`config.mk`:
```
export PLATFORM = sky130hd
export DESIGN_NAME = srr_cmd
export DESIGN_NICKNAME = d
export VERILOG_FILES = /design/src/verilog/srr_pkg.sv /design/src/verilog/srr_id_mem.sv /design/src/verilog/srr_cmd.sv
export SDC_FILE = /design/constraint.sdc
export NUM_CORES = 1
export LEC_CHECK = 0
export BUFFER_PORTS_ARGS = -buffer_cell sky130_fd_sc_hd__buf_2
export CAP_MARGIN = 20
export CORE_ASPECT_RATIO = 1.5
export CORE_MARGIN = 2
export CORE_UTILIZATION = 48
export DETAILED_ROUTE_END_ITERATION = 16
export PLACE_DENSITY = 0.8
export SLEW_MARGIN = 20
export SYNTH_ARGS = -nofsm -noshare
export SYNTH_HDL_FRONTEND = slang
export SYNTH_SLANG_ARGS = --single-unit
```
`constraint.sdc`:
```
create_clock -name MCLK_I -period 5.8 [get_ports MCLK_I]
set_input_delay 0.29 -clock MCLK_I [delete_from_list [all_inputs] [get_ports MCLK_I]]
set_output_delay 0.29 -clock MCLK_I [all_outputs]
set_load 0.01 [all_outputs]
```
`src/verilog/srr_pkg.sv`:
```
// package: constants and carrier types for the release/report command handler
package srr_pkg;
	localparam logic [7:0]  OP_RECV_DIAG    = 8'h1c;
	localparam logic [7:0]  OP_RELEASE6     = 8'h17;
	localparam logic [7:0]  OP_RELEASE10    = 8'h57;
	localparam logic [7:0]  OP_MAINT_IN     = 8'ha3;
	localparam logic [7:0]  OP_REPORT_LUNS  = 8'ha0;
	localparam logic [4:0]  SA_REPORT_ID    = 5'h05;
	localparam logic [7:0]  PAGE_LED        = 8'ha0;
	localparam logic [15:0] LED_PAGE_LEN    = 16'h0002;
	localparam logic [15:0] LED_PAGE_BYTES  = 16'h0006;
	localparam logic [31:0] LUN_LIST_LEN    = 32'h0000_0008;
	localparam logic [31:0] LUN_MIN_ALLOC   = 32'h0000_0010;
	localparam logic [31:0] LUN_LIST_BYTES  = 32'h0000_0010;
	localparam int          ID_MAX_BYTES    = 16;
	localparam int          ID_AW           = 4;
	localparam logic [31:0] ID_RESET_LEN    = 32'h0000_0000;
	localparam logic [3:0]  SK_NOT_READY    = 4'h2;
	localparam logic [3:0]  SK_ILLEGAL_REQ  = 4'h5;
	localparam logic [7:0]  ASC_INVALID_CDB = 8'h24;
	localparam logic [7:0]  ASC_NOT_READY   = 8'h04;
	localparam logic [7:0]  ASCQ_NONE       = 8'h00;
	localparam logic [7:0]  ST_GOOD         = 8'h00;
	localparam logic [7:0]  ST_CHECK        = 8'h02;
	// bit positions inside cdb byte 1
	localparam int          B1_THIRD_PARTY  = 4;
	localparam int          B1_EXTENT       = 0;
	localparam int          B1_PCV          = 0;

	typedef enum logic [2:0] {
		SRR_IDLE = 3'b000,
		SRR_XFER = 3'b001,
		SRR_DONE = 3'b010
	} srr_state_t;

	typedef enum logic [1:0] {
		SRR_SRC_LED = 2'b00,
		SRR_SRC_ID  = 2'b01,
		SRR_SRC_LUN = 2'b10
	} srr_src_t;

	typedef struct packed {
		logic [3:0] key;
		logic [7:0] asc;
		logic [7:0] ascq;
	} srr_sense_t;

	typedef struct packed {
		logic       valid;
		logic [7:0] data;
		logic       last;
	} srr_byte_t;

	typedef struct packed {
		logic [7:0] status;
		srr_sense_t sense;
	} srr_result_t;
endpackage

```
`src/verilog/srr_id_mem.sv`:
```
// memory for the persistent device identifier bytes
`timescale 1ns/1ps
module srr_id_mem (
	input  wire logic                    clk_i,
	input  wire logic                    we_i,
	input  wire logic [srr_pkg::ID_AW-1:0] waddr_i,
	input  wire logic [7:0]              wdata_i,
	input  wire logic [srr_pkg::ID_AW-1:0] raddr_i,
	output logic      [7:0]              rdata_o
);
	import srr_pkg::*;
	logic [7:0] mem [ID_MAX_BYTES];

	// no reset: content is loaded from nonvolatile storage, never cleared
	always_ff @(posedge clk_i) begin
		if (we_i) begin
			mem[waddr_i] <= wdata_i;
		end
		rdata_o <= mem[raddr_i];
	end
endmodule

```
`src/verilog/srr_cmd.sv`:
```
// command handler: led page, release 6/10, report device identifier, report luns
`timescale 1ns/1ps
// Functional notes
// - led page answers with code a0h, led control bit at byte 5 bit 0
// - opcode 17h is six-byte release; byte 1 flags expected zero
// - third-party flag set on release gives illegal request, invalid field
// - reservation and third-party ids ignored; extent flag must be zero
// - release without reservation completes good, state untouched
// - maintenance-in service action 05h returns the identifier data
// - nonzero lun in bytes 4-5 gives illegal request, invalid field
// - short allocation truncates identifier data without error
// - 4-byte identifier length first, not adjusted on truncation
// - identifier length starts zero, changes only on successful set
// - identifier lives in nonvolatile storage across resets; here only the bytes do, SYS_RST_I clears the length to zero
// - same identifier returned to every initiator and port
// - storage not ready gives immediate not-ready check condition
// - report luns a0h accepted whatever reservation is held
// - report luns allocation below 16 gives invalid field
// - report luns returns as many entries as fit, no error
// - lun list: length 8, four reserved, lun zero entry bytes 8-15
// - data stops at available bytes or allocation; zero allocation fine except for report luns
module srr_cmd (
	input  wire logic                MCLK_I,
	input  wire logic                SYS_RST_I,
	input  wire logic                CMD_VALID_I,
	input  wire logic [12*8-1:0]     CDB_I,
	input  wire logic                LED_CTRL_I,
	input  wire logic                NV_READY_I,
	input  wire logic                ID_WR_I,
	input  wire logic [srr_pkg::ID_AW-1:0] ID_WADDR_I,
	input  wire logic [7:0]          ID_WDATA_I,
	input  wire logic                ID_LEN_WR_I,
	input  wire logic [31:0]         ID_LEN_I,
	input  wire logic                DATA_READY_I,
	output srr_pkg::srr_byte_t       DATA_O,
	output logic                     BUSY_O,
	output logic                     DONE_O,
	output srr_pkg::srr_result_t     RESULT_O,
	output srr_pkg::srr_sense_t      SENSE_O,
	output logic                     RELEASE_O
);
	import srr_pkg::*;

	typedef struct packed {
		srr_state_t  state;
		srr_src_t    src;
		logic [31:0] idx;
		logic [31:0] limit;
		logic [31:0] id_len;
		logic        led_bit;
		srr_byte_t   dout;
		logic        busy;
		logic        done;
		srr_result_t result;
		srr_sense_t  sense;
		logic        release_p;
	} srr_regs_t;

	srr_regs_t r, nxt;
	logic [7:0]  cdb [12];
	logic [7:0]  id_rdata;
	logic [ID_AW-1:0] id_raddr;
	logic [31:0] alloc32;
	logic [15:0] alloc16;
	logic [31:0] avail;
	logic [7:0]  byte_val;
	logic [31:0] id_off;

	always_comb begin
		for (int i = 0; i < 12; i++) begin
			cdb[i] = CDB_I[(11-i)*8 +: 8];
		end
	end

	assign alloc32 = {cdb[6], cdb[7], cdb[8], cdb[9]};
	assign alloc16 = {cdb[3], cdb[4]};
	// identifier memory read one byte ahead of the output stage
	assign id_off   = nxt.idx - 32'h4;
	assign id_raddr = id_off[ID_AW-1:0];

	// one copy for all initiators and ports
	srr_id_mem u_id_mem (
		.clk_i   (MCLK_I),
		.we_i    (ID_WR_I),
		.waddr_i (ID_WADDR_I),
		.wdata_i (ID_WDATA_I),
		.raddr_i (id_raddr),
		.rdata_o (id_rdata)
	);

	always_comb begin
		avail = 32'h0;
		case (r.src)
			SRR_SRC_LED: avail = {16'h0, LED_PAGE_BYTES};
			SRR_SRC_ID:  avail = r.id_len + 32'h4;
			SRR_SRC_LUN: avail = LUN_LIST_BYTES;
			default:     avail = 32'h0;
		endcase
	end

	always_comb begin
		byte_val = 8'h00;
		case (r.src)
			SRR_SRC_LED: begin
				case (r.idx[2:0])
					3'h0:    byte_val = PAGE_LED;
					3'h2:    byte_val = LED_PAGE_LEN[15:8];
					3'h3:    byte_val = LED_PAGE_LEN[7:0];
					3'h5:    byte_val = {7'h00, r.led_bit};
					default: byte_val = 8'h00;
				endcase
			end
			SRR_SRC_ID: begin
				// length field as stored, never trimmed
				if (r.idx < 32'h4) begin
					byte_val = r.id_len[(3 - r.idx[1:0])*8 +: 8];
				end else begin
					byte_val = id_rdata;
				end
			end
			SRR_SRC_LUN: begin
				// bytes 4..15 are reserved and lun zero
				if (r.idx < 32'h4) begin
					byte_val = LUN_LIST_LEN[(3 - r.idx[1:0])*8 +: 8];
				end else begin
					byte_val = 8'h00;
				end
			end
			default: byte_val = 8'h00;
		endcase
	end

	always_comb begin
		nxt = r;
		nxt.done = 1'b0;
		nxt.release_p = 1'b0;
		// length register follows successful set writes; SYS_RST_I clears it to ID_RESET_LEN
		if (ID_LEN_WR_I) begin
			nxt.id_len = ID_LEN_I;
		end
		case (r.state)
			SRR_IDLE: begin
				nxt.dout = '0;
				if (CMD_VALID_I) begin
					nxt.busy = 1'b1;
					nxt.idx = 32'h0;
					nxt.result.status = ST_GOOD;
					nxt.result.sense = '0;
					nxt.state = SRR_DONE;
					case (cdb[0])
						OP_RECV_DIAG: begin
							nxt.src = SRR_SRC_LED;
							nxt.led_bit = LED_CTRL_I;
							nxt.limit = {16'h0, alloc16};
							nxt.state = SRR_XFER;
						end
						OP_RELEASE6, OP_RELEASE10: begin
							// ids in bytes 2/3 ignored
							if (cdb[1][B1_THIRD_PARTY] || cdb[1][B1_EXTENT]) begin
								nxt.result = {ST_CHECK, SK_ILLEGAL_REQ, ASC_INVALID_CDB, ASCQ_NONE};
							end else begin
								// no reservation held here: good, state untouched
								nxt.release_p = 1'b1;
							end
						end
						OP_MAINT_IN: begin
							if (cdb[1][4:0] != SA_REPORT_ID) begin
								nxt.result = {ST_CHECK, SK_ILLEGAL_REQ, ASC_INVALID_CDB, ASCQ_NONE};
							end else if ({cdb[4], cdb[5]} != 16'h0) begin
								nxt.result = {ST_CHECK, SK_ILLEGAL_REQ, ASC_INVALID_CDB, ASCQ_NONE};
							end else if (!NV_READY_I) begin
								nxt.result = {ST_CHECK, SK_NOT_READY, ASC_NOT_READY, ASCQ_NONE};
							end else begin
								nxt.src = SRR_SRC_ID;
								nxt.limit = alloc32;
								nxt.state = SRR_XFER;
							end
						end
						OP_REPORT_LUNS: begin
							if (alloc32 < LUN_MIN_ALLOC) begin
								nxt.result = {ST_CHECK, SK_ILLEGAL_REQ, ASC_INVALID_CDB, ASCQ_NONE};
							end else begin
								nxt.src = SRR_SRC_LUN;
								nxt.limit = alloc32;
								nxt.state = SRR_XFER;
							end
						end
						default: begin
							nxt.result = {ST_CHECK, SK_ILLEGAL_REQ, ASC_INVALID_CDB, ASCQ_NONE};
						end
					endcase
				end
			end
			SRR_XFER: begin
				if (r.dout.valid && !DATA_READY_I) begin
					nxt.dout = r.dout;
				end else if (r.idx >= avail || r.idx >= r.limit) begin
					nxt.dout = '0;
					nxt.state = SRR_DONE;
				end else begin
					nxt.dout.valid = 1'b1;
					nxt.dout.data = byte_val;
					nxt.dout.last = (r.idx + 32'h1 >= avail) || (r.idx + 32'h1 >= r.limit);
					nxt.idx = r.idx + 32'h1;
				end
			end
			SRR_DONE: begin
				nxt.busy = 1'b0;
				nxt.done = 1'b1;
				nxt.dout = '0;
				if (r.result.status == ST_CHECK) begin
					nxt.sense = r.result.sense;
				end
				nxt.state = SRR_IDLE;
			end
			default: nxt.state = SRR_IDLE;
		endcase
	end

	always_ff @(posedge MCLK_I or posedge SYS_RST_I) begin
		if (SYS_RST_I) begin
			r <= '{state: SRR_IDLE, src: SRR_SRC_LED, id_len: ID_RESET_LEN, default: '0};
		end else begin
			r <= nxt;
		end
	end

	assign DATA_O    = r.dout;
	assign BUSY_O    = r.busy;
	assign DONE_O    = r.done;
	assign RESULT_O  = r.result;
	assign SENSE_O   = r.sense;
	assign RELEASE_O = r.release_p;
endmodule

```
Word level (Yosys, flattened, before mapping) --
Memories as Yosys holds them, arrays and structs flattened. A register that Yosys moved wholly into a read port is not among the register bits. Index checks and enable logic that the tools add are counted.
Storage, ports and cells: ROM bits 0, memories kept 1, output and inout bits 61, latch bits 0, input port bits 148, memory bits (writable) 128, register bits 163, logic and storage cells 113
Memories:
- u_id_mem.mem | depth 16, bits a word 8, read ports 1, clocked after Yosys merged registers in 1, wr ports 1, line srr_id_mem.sv:12 | logic [7:0] mem [ID_MAX_BYTES];
Cells by class: add/subtract/negate cells 4, bitwise gates (word level) 0, divide/modulo/power cells 0, eq/ne operators 20, order comparisons 6, shift-type cells 2, $mul 0, mux-type cells 40, reductions and logical operators 21
Operator list (number):
- 2-to-1 mux 32 bit | 6
- case mux 32 bit (3 select lines) | 2
- greater-or-equal comparator 32 bit | 4
- 2-to-1 mux 22 bit | 5
- case mux 22 bit (4 select lines) | 1
- 2-to-1 mux 69 bit | 1
- case mux 32 bit (2 select lines) | 1
- case mux 8 bit (3 select lines) | 2
- variable part select 32 x 33 -> 8 bit | 1
- variable part select 32 x 33 -> 8 bit (first input constant) | 1
- adder 32 x 1 -> 32 bit (second input constant) | 1
- adder 32 x 3 -> 32 bit (second input constant) | 1
- < comparator 32 x 3 -> 1 bit (second input constant) | 1
- < comparator 32 x 5 -> 1 bit (second input constant) | 1
- 2-to-1 mux 10 bit | 2
- case mux 10 bit (2 select lines) | 1
- == test 8 x 5 -> 1 bit (second input constant) | 2
- == test 8 bit (second input constant) | 2
- 2-to-1 mux 4 bit | 4
- 2-to-1 mux 8 bit | 2
- nonzero test 16 bit | 1
- case mux 5 bit (3 select lines) | 1
- inequality test 2 bit (second input constant) | 7
- == test 8 x 2 -> 1 bit (second input constant) | 1
- 24 further kinds | 42

Longest topological paths before layout --
Gate-level depths: netlist (run 1).
depth in word-level cells 8, depth in mapped cells 25, mapped depth without buffers 23

Cells and area by module --
A second synthesis (run 1) with hierarchy kept.
Second synthesis, totals: cell total of the unflattened synthesis 1303, area, all modules 15046.9 sq um
Modules (own cells, without submodules):
- srr_cmd | sequential area each 3002.9 sq um, instances 1, cells each 1074, area each 9899.5 sq um
- srr_id_mem | sequential area each 4003.8 sq um, instances 1, cells each 229, area each 5147.4 sq um

Worst setup path before layout (run 1) --
No wires, ideal clock.
path type reg2reg, start register r[64] (netlist name), end register u_id_mem.rdata_o[5], read port of u_id_mem.mem, data required time 5.680 ns, buffers on the path 3, library setup time 0.120 ns, cell stages (with the launch flop) 21, arrival 4.132 ns, slack 1.548 ns, clock period less this slack 4.252 ns, path through dfrtp_1 ha_1 and2_1 nand4_1 nor2_1 nand3_1 nor2_1 xnor2_1 nand2_1 ha_1 nand4_1 nor4_1 a31oi_1 a31o_2 and3_1 buf_2 buf_2 buf_2 a21oi_1 a21oi_1 a211o_1
On the way: cells in the longest elaborated chain, start to end 8
RTL lines:
- start: declaration | line srr_cmd.sv:59 | srr_regs_t r, nxt;
- start signal: assignment | line srr_cmd.sv:224 | r <= nxt;
- adder 32 x 3 -> 32 bit | line srr_cmd.sv:95 | SRR_SRC_ID: avail = r.id_len + 32'h4;
- case mux 32 bit (3 select lines) | line srr_cmd.sv:93 | case (r.src)
- greater-or-equal comparator 32 bit | line srr_cmd.sv:197 | end else if (r.idx >= avail || r.idx >= r.limit) begin
- logical OR 1 bit | line srr_cmd.sv:197
- 2-to-1 mux 32 bit | line srr_cmd.sv:197
- 2-to-1 mux 32 bit | line srr_cmd.sv:195 | if (r.dout.valid && !DATA_READY_I) begin
- case mux 32 bit (2 select lines) | line srr_cmd.sv:141 | case (r.state)
- subtractor 4 x 3 -> 4 bit | line srr_cmd.sv:78 | assign id_off = nxt.idx - 32'h4;
- end: declaration | line srr_id_mem.sv:9 | output logic [7:0] rdata_o
Every way passes these cells. A chain may end at the register's enable or synchronous reset.

Worst setup path after layout (run 1) --
start register r[64] (netlist name), end register u_id_mem.rdata_o[7], read port of u_id_mem.mem
On the way: cells in the longest elaborated chain, start to end 8
RTL lines:
- adder 32 x 3 -> 32 bit | line srr_cmd.sv:95
- case mux 32 bit (3 select lines) | line srr_cmd.sv:93
- greater-or-equal comparator 32 bit | line srr_cmd.sv:197
- logical OR 1 bit | line srr_cmd.sv:197
- 2-to-1 mux 32 bit | line srr_cmd.sv:197
- 2-to-1 mux 32 bit | line srr_cmd.sv:195
- case mux 32 bit (2 select lines) | line srr_cmd.sv:141
- subtractor 4 x 3 -> 4 bit | line srr_cmd.sv:78
- named net id_off[1] | line srr_cmd.sv:67 | logic [31:0] id_off;
The timed path passes the listed nets, and every way through them passes these cells.

==> impl_metrics.toml, run 1 <==
[power]
clock_power_share_pct = 31.4
pwr_density_cell_nw_per_um2 = 311.5
combPwrFrac_pct = 28.9
p_switching_mw = 1.793
p_leak_nw = 7.586
seq_power_share_pct = 39.7
power.internal_mw = 3.632
ir_worst_vdd_uv = 260.0
switching_share_pct = 33.04

[drt]
wl_um = 41650
wire_per_inst_um = 20.14
postRouteAntennaNets = 0
viasPerCell = 5.829
vias = 12054
drc = 0
dr.pass1.iters = 5
first_iter_violations = 660

[outcome]
status = "complete, no violations"

[clock_network]
cts.sinks = 256
cts_tree = "yes"
postCtsResizedCells = 0
post_cts_buffers = 0
clock_path_buffers = 3
clkTransAtPathRegs_ps = 70
cts_root_buf = "clkbuf_16"
clock_latency_ps = 570
cts_made_buffers = 25
htree_levels = 1

[timing]
rsz0062_at_grt = "no"
final-max-slew-violation-count = 0
worst_slew_pin_slew_ps = 1034
finalCritPeriodShare_pct = 94.71
final.setup.tns_ps = 0
fmax_mhz = 182.0
slew_headroom_pct = 30.92
finClkSkew_ps = 30.59
finalHoldViolCount = 0
final-setup-viol-count = 0
layout_min_cycle_time_ps = 5493

[final_layout]
final_common_cell = "nand2_1"
layout.nets = 1919
layout-drive-gt1-share_pct = 16.48
utilization_pct = 55.23
final_cell_mix = "nand2_1, buf_2, ha_1"
area_delta_synth_final_pct = 14.03

[yosys]
yosysWarnings = 0
yosysUniqueCellTypes = 71
synthFlopType = "edfxtp_1"
synth_top_cell_by_area = "edfxtp_1"
syn_inst = 1490
seq_area_frac_synth_pct = 45.88
ys_ff_latch = 256
yosys-top-cells-area = "edfxtp_1, dfrtp_1, ha_1"
synth.avg_cell_area_um2 = 10.25
synth_area_um2 = 15270
synth-edff-count = 128
synth_top_area_share_pct = 25.17
async_flop_share_pct = 46.88

[floorplan]
dieHeight_um = 222.5
die_width_um = 149.6
core_um2 = 31530
dieArea_um2 = 33290
rows = 80
io_pins = 209
start_util_pct = 48.44

[worst_setup_path]
path_class = "reg -> reg"
critPathMaxFanout = 25
required_ps = 6310
start_kind = "flop"
cp.arrival_ps = 6010
end_kind = "flop"

[global_route]
grt_max_degree = 68
grt_overflow = 0
grt_use_total_pct = 25.17
grt_pass1_wl_um = 64940
first_global_vias = 12565
grt_antenna_before_repair = 1

[job]
cap_viol_max_count = 0

[worst_hold_path]
hold_path_class = "in -> reg"

[placed_design]
gp_congestion = 0.9477
portBuffers = 144
place_hpwl_um = 30200
logic make-up (layout without fill, tap and decap cells):
kind of cell    Yosys count  count (layout)  share of synthesized area (%)
fa+ha+maj               133             133                          10.90
simple gates            514             515                          15.83
xor+xnor                 57              57                          3.269
flops                   256             256                          45.88
buf+inv                 167             297                          5.751
other cells               1              38                        0.02455
mux                      73              73                          5.768
compound gates          289             289                          12.58
state kept, by name, summed over array words and instances (netlist names):
signal / cells
BUSY_O: 1
DATA_O: 10
DONE_O: 1
RELEASE_O: 1
RESULT_O: 3
SENSE_O: 3
r: 101
u_id_mem.mem: 128
u_id_mem.rdata_o: 8
cell usage after synthesis (36+ instances only):
cell type / count
dfrtp_1: 120
o21ai_0: 85
nand2_1: 247
xnor2_1: 40
nor2_1: 66
and3_1: 36
mux2_2: 36
a21oi_1: 76
nand3_1: 44
edfxtp_1: 128
buf_4: 59
ha_1: 133
clkbuf_1: 41
inv_1: 48
nand4_1: 36
layout make-up:
cell class | count | area (µm²)
repair buffers | 203 | 1294
diodes | 1 | 2.502
clock buffers | 29 | 675.6
flip-flops and latches | 256 | 7007
well taps | 410 | 513.0
multi-input cells | 1104 | 7560
inverters | 48 | 182.7
clock inverters | 17 | 181.4
fillers | 2623 | 14110
per-layer routing:
metal / GRT usage (%) / share of wire, % / routed length [µm]
met1: 25.29 / 34 / 14060
met2: 46.37 / 54 / 22360
met4: 19.23 / 8.5 / 3558
met3: 2.916 / 4.0 / 1674
met5: 0 / 0 / 0
power by group through the flow:
stage          Sequential [mW]  Combinational (mW)  Clock [mW]
6_report                  2.15                1.57        1.70
3_3_place_gp              2.18                1.47           0
5_1_grt                   2.16                1.71        1.79
2_1_floorplan             2.13                1.14           0
4_1_cts                   2.15                1.54        1.72
3_5_place_dp              2.19                1.51           0
worst paths after layout:
check                           from                  end  slack (ps)  cells after the start
min in group asynchronous  SYS_RST_I          SENSE_O[17]         460                      3
min reg2reg                   r[122]               r[122]         480                      2
max in group asynchronous  SYS_RST_I                r[84]        4000                      4
min                        CDB_I[47]               r[125]          20                      3
max reg2reg                    r[64]  u_id_mem.rdata_o[7]         310                     21
max                            r[64]  u_id_mem.rdata_o[7]         310                     21
metrics by stage:
stage,setup WS (ps),std cells,cell area [µm²],hold WS (ps),power [mW]
CTS,311.7,2066,17400,8.709,5.413
finish,306.7,2068,17420,15.80,5.425
global route,28.33,2068,17420,20.78,5.662
global placement,492.9,1978,16120,442.2,3.645
detailed placement,349.3,1978,16120,458.9,3.692
floorplan,1548,1526,15410,388.9,3.277
timing repair:
action                                  4_1_cts  5_1_grt
endpoints found under the setup margin        0        8
endpoints found under the hold margin        94        0
hold buffers                                 42        0
worst max-delay path, stage by stage, from the launching register on:
cell and delay (ps):
dfrtp_1 450, ha_1 230, and2_1 210, nand4_1 260
nor2_1 300, nand3_1 190, nor2_1 200, xor2_1 170
nand2_1 110, ha_1 290, nand4_1 200, nor2_1 80
a22oi_1 190, o21ai_0 120, a31oi_1 490, nand3_2 170
mux2_2 430, and2_4 380, inv_1 220, and3_1 200
o32ai_2 390, a211o_1 150
Power figures use the tool's default switching activity.
==> run 2: changes to the inputs <==
--- a/config.mk
+++ b/config.mk
@@ -11,8 +11,9 @@
 export CORE_MARGIN = 2
 export CORE_UTILIZATION = 48
 export DETAILED_ROUTE_END_ITERATION = 16
-export PLACE_DENSITY = 0.8
+export PLACE_DENSITY = 0.81
 export SLEW_MARGIN = 20
 export SYNTH_ARGS = -nofsm -noshare
 export SYNTH_HDL_FRONTEND = slang
+export SYNTH_HIERARCHICAL = 1
 export SYNTH_SLANG_ARGS = --single-unit
==> run 2 against run 1 <==
Routed wire length fell by 8.4%. Synthesized cell count fell by 13%. Clock-buffer cell count shrank 1. Sequential cell count stayed put. Power fell by 21%. Critical path depth down 1. Clock power hardly changed. Sequential share of layout area rose by 0.75 points. Global-route usage decreased by 2.1 points. Sequential power decreased by 4%. First-iteration DRC count increased by 5.8%. Critical path type unchanged. Highest routed layer unchanged.
==> impl_metrics.toml, run 2 <==
[clock_network]
cts_made_buffers = 26
clock_path_buffers = 3
htree_levels = 1
clock_latency_ps = 560
post_cts_buffers = 0
cts_tree = "yes"
cts.sinks = 256
cts_root_buf = "clkbuf_16"
clkTransAtPathRegs_ps = 60

[final_layout]
largest_register_ffs = 128
multi_input_area_um2 = 7371
layout.nets = 1737
final_common_cell = "nand2_1"
area_delta_synth_final_pct = 13.61
design_area_um2 = 17100
layout-drive-gt1-share_pct = 19.17
regArea_um2 = 7007
antenna_cells = 0
final_cell_mix = "nand2_1, buf_2, ha_1"
fillCellCount = 2544
largest_register = "u_id_mem/mem"

[yosys]
ys_ff_latch = 256
synth_compound_area_share_pct = 8.033
synth-xor-area-share_pct = 3.376
syn_inst = 1303
yosysWarnings = 6
seq_area_frac_synth_pct = 46.57
synth.avg_cell_area_um2 = 11.55
synthSimpleGateAreaFrac_pct = 12.63
synth_top_family_by_area = "multiplexers"
synthAdderAreaFrac_pct = 11.06
synth_area_um2 = 15050
synthMuxAreaShare_pct = 12.76
synth_top_area_share_pct = 25.54
yosys.cell_count.top_type = "nand2_1"
yosys-top-cells-area = "edfxtp_1, dfrtp_1, ha_1"
synthFlopType = "edfxtp_1"
yosysUniqueCellTypes = 70
async_flop_share_pct = 46.88
synth_top_cell_by_area = "edfxtp_1"
synthTopCellsByCount = "nand2_1, ha_1, edfxtp_1"
synth-edff-count = 128

[timing]
final-setup-viol-count = 0
finClkSkew_ps = 20.15
layout_min_cycle_time_ps = 5453
worst_slew_pin_slew_ps = 1201
finalCritPeriodShare_pct = 94.01
final.setup.tns_ps = 0
slew_headroom_pct = 17.87
fmax_mhz = 183.4
setup_slack_ps = 347.4
rsz0062_at_grt = "no"
finalHoldViolCount = 0
final-max-slew-violation-count = 0

[drt]
dr.pass1.iters = 5
viasPerCell = 5.808
vias = 10925
wire_per_inst_um = 20.29
drc = 0
postRouteAntennaNets = 0
first_iter_violations = 698
wl_um = 38170

[placed_design]
place_worst_setup_slack_ps = 303.6
place_area_um2 = 15920
portBuffers = 144
place_hpwl_um = 29020
gp_congestion = 0.9430

[global_route]
grt_pass1_wl_um = 58840
grt_antenna_before_repair = 0
grt_overflow = 0
grt_max_degree = 75
grt_use_total_pct = 23.05
first_global_vias = 11071

[power]
power.total_mw = 4.301
p_leak_nw = 7.674
pwr_density_cell_nw_per_um2 = 251.6
ir_worst_vdd_uv = 256.4

[worst_setup_path]
end_kind = "flop"
r2r-start = "r[64]"
crit_slowest_cell = "mux4_1"
critPathMaxFanout = 22
crit_family = "simple AND/OR/NAND/NOR gates"
crit_chain = "ha_1 > nand4_1 > nor3_2 > and3_1 > and4_1 > nand3_1 > xnor2_1 > nand2_1 > ha_1 > nand4_1 > a21oi_1 > a211o_1 > a211oi_4 > nand2_2 > mux2_2 > a22o_2 > buf_12 > mux4_1 > a22oi_1 > nand2_1"
startpoint = "r[64]"
required_ps = 6230
path_class = "reg -> reg"
start_kind = "flop"
cp.arrival_ps = 5880
cpPeakStageDelay_ps = 570
path_buf_inv = 1

[floorplan]
dieArea_um2 = 32810
core_um2 = 30940
dieHeight_um = 220.8
io_pins = 209
rows = 79
die_width_um = 148.6
start_util_pct = 48.64

[job]
cap_viol_max_count = 0

[worst_hold_path]
min-delay-start = "ID_LEN_I[5]"
hold_path_class = "in -> reg"

[outcome]
status = "complete, no violations"
run 2: changes by cell type in the layout (fill, tap and decap cells not counted), moves of 9 or more:
cell / change
nand2_1: -90
mux4_1: +14
dlygate4sd3_1: -14
nand3_1: -9
a22o_1: -21
mux4_2: +18
mux2i_1: +27
and3_1: -26
a21oi_1: -31
o21ai_0: -34
a211oi_1: -12
run 2: cell type report:
| class | instances | share of cell area [%] |
|---|---|---|
| clock buffers | 28 | 3.850 |
| well taps | 405 | 2.964 |
| flip-flops and latches | 256 | 40.99 |
| clock inverters | 20 | 1.310 |
| repair buffers | 188 | 6.704 |
| multi-input cells | 936 | 43.12 |
| inverters | 48 | 1.069 |
run 2: timing repair:
action | 4_1_cts | 5_1_grt
endpoints found under the hold margin | 73 | 0
hold buffers | 28 | 0
resized for setup | 0 | 3
endpoints found under the setup margin | 0 | 5
run 2: worst reg2reg max path: cells and delay by family, from the launching register on:
kind	cells	cell delay [ps]
buffers and inverters	1	220
AOI/OAI and AO/OA	5	1450
and+or+nand+nor	9	1630
adders and majority gates	2	560
muxes	2	840
xor gates and xnor gates	1	170
DFF	1	460
run 2: metrics by stage:
step	std cells	hold WS (ps)	util (%)
3_3_place_gp	1805	393.4	51.44
5_1_grt	1881	6.643	55.26
3_5_place_dp	1805	399.1	51.46
4_1_cts	1881	3.815	55.21
2_1_floorplan	1339	388.9	-
6_report	1881	8.585	55.26
run 2: final timing paths:
path,endpoint,slack (ps),cells after the start
max reg2reg,u_id_mem/rdata_o[5],350,20
max,u_id_mem/rdata_o[5],350,20
min in group asynchronous,r[126],340,3
min reg2reg,SENSE_O[10],470,1
max in group asynchronous,r[118],4050,4
min,r[67],9,2
run 2: cells by family after synthesis:
kind of cell / Yosys count
XOR/XNOR: 58
AND/OR/NAND/NOR: 390
buffers and inverters: 147
adder cells (fa/ha/maj): 133
AO/OA/AOI/OAI: 186
flip-flops: 256
other: 1
multiplexers: 132
run 2: power by group:
group,switching (mW),internal [mW]
Combinational,0.319,0.223
Clock,0.731,0.968
Sequential,0.0650,1.99
Total,1.12,3.18
run 2: per-layer routing:
| layer | up-vias | wire length, µm | GRT usage (%) |
|---|---|---|---|
| li1 | 5059 | - | - |
| met1 | 5326 | 13740 | 25.39 |
| met2 | 421 | 20160 | 42.80 |
| met3 | 119 | 2072 | 2.515 |
| met4 | 0 | 2192 | 12.41 |
| met5 | - | 0 | 0 |
==> run 3: changes to the inputs <==
--- a/config.mk
+++ b/config.mk
@@ -9,9 +9,9 @@
 export CAP_MARGIN = 20
 export CORE_ASPECT_RATIO = 1.5
 export CORE_MARGIN = 2
-export CORE_UTILIZATION = 48
+export CORE_UTILIZATION = 30
 export DETAILED_ROUTE_END_ITERATION = 16
-export PLACE_DENSITY = 0.81
+export PLACE_DENSITY = 0.59
 export SLEW_MARGIN = 20
 export SYNTH_ARGS = -nofsm -noshare
 export SYNTH_HDL_FRONTEND = slang
==> constraint.sdc (replaced) <==
create_clock -name MCLK_I -period 6.5 [get_ports MCLK_I]
set_input_delay 0.325 -clock MCLK_I [delete_from_list [all_inputs] [get_ports MCLK_I]]
set_output_delay 0.325 -clock MCLK_I [all_outputs]
set_load 0.01 [all_outputs]
==> run 3 against run 2 <==
Die area increased by 58%. Sequential power decreased by 11%. Global-route usage decreased by 7.5 points.
==> impl_metrics.toml, run 3 (synthesis results as in run 2) <==
[outcome]
status = "complete, no violations"

[drt]
wire_per_inst_um = 19.45
dr.pass1.iters = 5
wl_met1_um = 15690
wl_met3_um = 1786
met2_length_um = 21760
highest_layer = "met4"
first_iter_violations = 679
viasPerCell = 5.046
postRouteAntennaNets = 0
vias = 10672
drc = 0
wl_um = 41140

[final_layout]
largest_register = "u_id_mem/mem"
utilization_pct = 34.52
final_cell_mix = "nand2_1, buf_2, ha_1"
layout-drive-gt1-share_pct = 19.01
layout.nets = 1712
antenna_cells = 0
area_delta_synth_final_pct = 13.68
final_common_cell = "nand2_1"
largest_register_ffs = 128

[timing]
worst_slew_pin_slew_ps = 1031
rsz0062_at_grt = "no"
finalCritPeriodShare_pct = 86.27
layout_min_cycle_time_ps = 5607
final.setup.tns_ps = 0
finalHoldViolCount = 0
final-max-slew-violation-count = 0
final-setup-viol-count = 0
fmax_mhz = 178.3
finClkSkew_ps = 16.76
slew_headroom_pct = 31.26

[worst_hold_path]
hold_path_class = "in -> reg"

[job]
cap_viol_max_count = 0

[floorplan]
dieHeight_um = 278.3
start_util_pct = 30.37
io_pins = 209
dieArea_um2 = 52000
die_width_um = 186.9
rows = 100
core_um2 = 49550

[worst_setup_path]
required_ps = 6990
startpoint = "r[64]"
path_class = "reg -> reg"
critPathCapture = "u_id_mem/rdata_o[1]"
cp.arrival_ps = 6100
reg2reg_setup_slack_ps = 890
worstReg2RegEnd = "u_id_mem/rdata_o[1]"
r2r-start = "r[64]"
start_kind = "flop"
end_kind = "flop"
critPathMaxFanout = 8
r2r_cells = 18

[global_route]
grt_antenna_before_repair = 0
grt_use_total_pct = 15.53
grt_overflow = 0
grt_pass1_wl_um = 62440
grt_max_degree = 77
first_global_vias = 10832

[power]
power.internal_mw = 2.745
p_leak_nw = 7.532
ir_worst_vdd_uv = 218.4
combPwrFrac_pct = 12.7
pwr_density_cell_nw_per_um2 = 219.0
seq_power_share_pct = 49.1
clock_power_share_pct = 38.2
switching_share_pct = 26.71
p_switching_mw = 1.000

[placed_design]
place_hpwl_um = 31930
portBuffers = 144
gp_congestion = 0.8769

[clock_network]
postCtsResizedCells = 0
cts_root_buf = "clkbuf_16"
cts.sinks = 256
cts_tree = "yes"
clkTransAtPathRegs_ps = 70
htree_levels = 1
cts_made_buffers = 27
clock_path_buffers = 3
clock_latency_ps = 560
==> run 3: cell count changes in the layout (fill, tap and decap cells not counted), moves of 2 or more <==
cell	previous run	this run
inv_6	0	2
clkbuf_1	2	4
dlygate4sd3_1	28	8
clkinvlp_2	0	2
bufinv_16	3	0
clkinv_4	4	1
buf_4	14	7
==> run 3: critical path, cell delays in order (launching register included) <==
cell      delay, ps
dfrtp_1         450
and3_1          180
nand3_1         170
nor3_1          470
nand3_1         300
nor2_1          280
nand3_1         120
xnor2_1         160
nand2_1         140
ha_1            340
nand4_1         180
nor3_1          620
a211oi_1        190
and4_1          260
a311o_1         370
xnor2_1         320
nor2b_1         690
a22oi_1         190
nand2_1         110
==> run 3: area by class of cell <==
cell class / instances / area [µm²]
inverters: 48 / 182.7
fillers: 5034 / 32440
clock inverters: 18 / 106.4
multi-input cells: 936 / 7371
well taps: 663 / 829.5
flip-flops and latches: 256 / 7007
repair buffers: 162 / 904.6
clock buffers: 32 / 704.4
==> run 3: per-layer routing <==
layer  global-route usage (%)  up-vias
met5                        0        -
met4                    7.245        0
met3                    1.892       79
met2                    28.96      302
met1                    17.51     5265
li1                         -     5026
==> run 3: worst min path at each step <==
stage,start,to,slack (ps),depth (start not counted)
5_1_grt,ID_LEN_I[19],r[81],9,2
2_1_floorplan,ID_WDATA_I[0],u_id_mem/mem[0][0],420,0
4_1_cts,CDB_I[47],r[125],3,3
3_3_place_gp,SENSE_O[10],SENSE_O[10],450,1
6_report,LED_CTRL_I,r[61],20,2
3_5_place_dp,SENSE_O[10],SENSE_O[10],450,1
==> run 3: repair_timing <==
item | 4_1_cts | 5_1_grt
hold buffers | 8 | 0
buffers inserted | 0 | 0
endpoints found under the hold margin | 51 | 0
==> run 3: per-stage QoR <==
step                total power, mW  hold slack [ps]  instance area [µm²]  instances  setup WS, ps
floorplan                     2.182            423.9                15180       1339          2024
CTS                           3.792            2.925                17080       2114         887.6
detailed placement            2.346            453.6                16190       2056         939.7
global route                  3.930            8.652                17110       2115         495.1
finish                        3.746            19.57                17110       2115         892.6
global placement              2.326            448.3                16180       2056         973.1
==> run 3: power by group through the flow <==
stage	registers (mW)	logic [mW]	clock network (mW)
finish	1.84	0.477	1.43
global placement	1.87	0.459	0
detailed placement	1.87	0.476	0
global route	1.84	0.538	1.55
CTS	1.84	0.481	1.47
floorplan	1.85	0.336	0
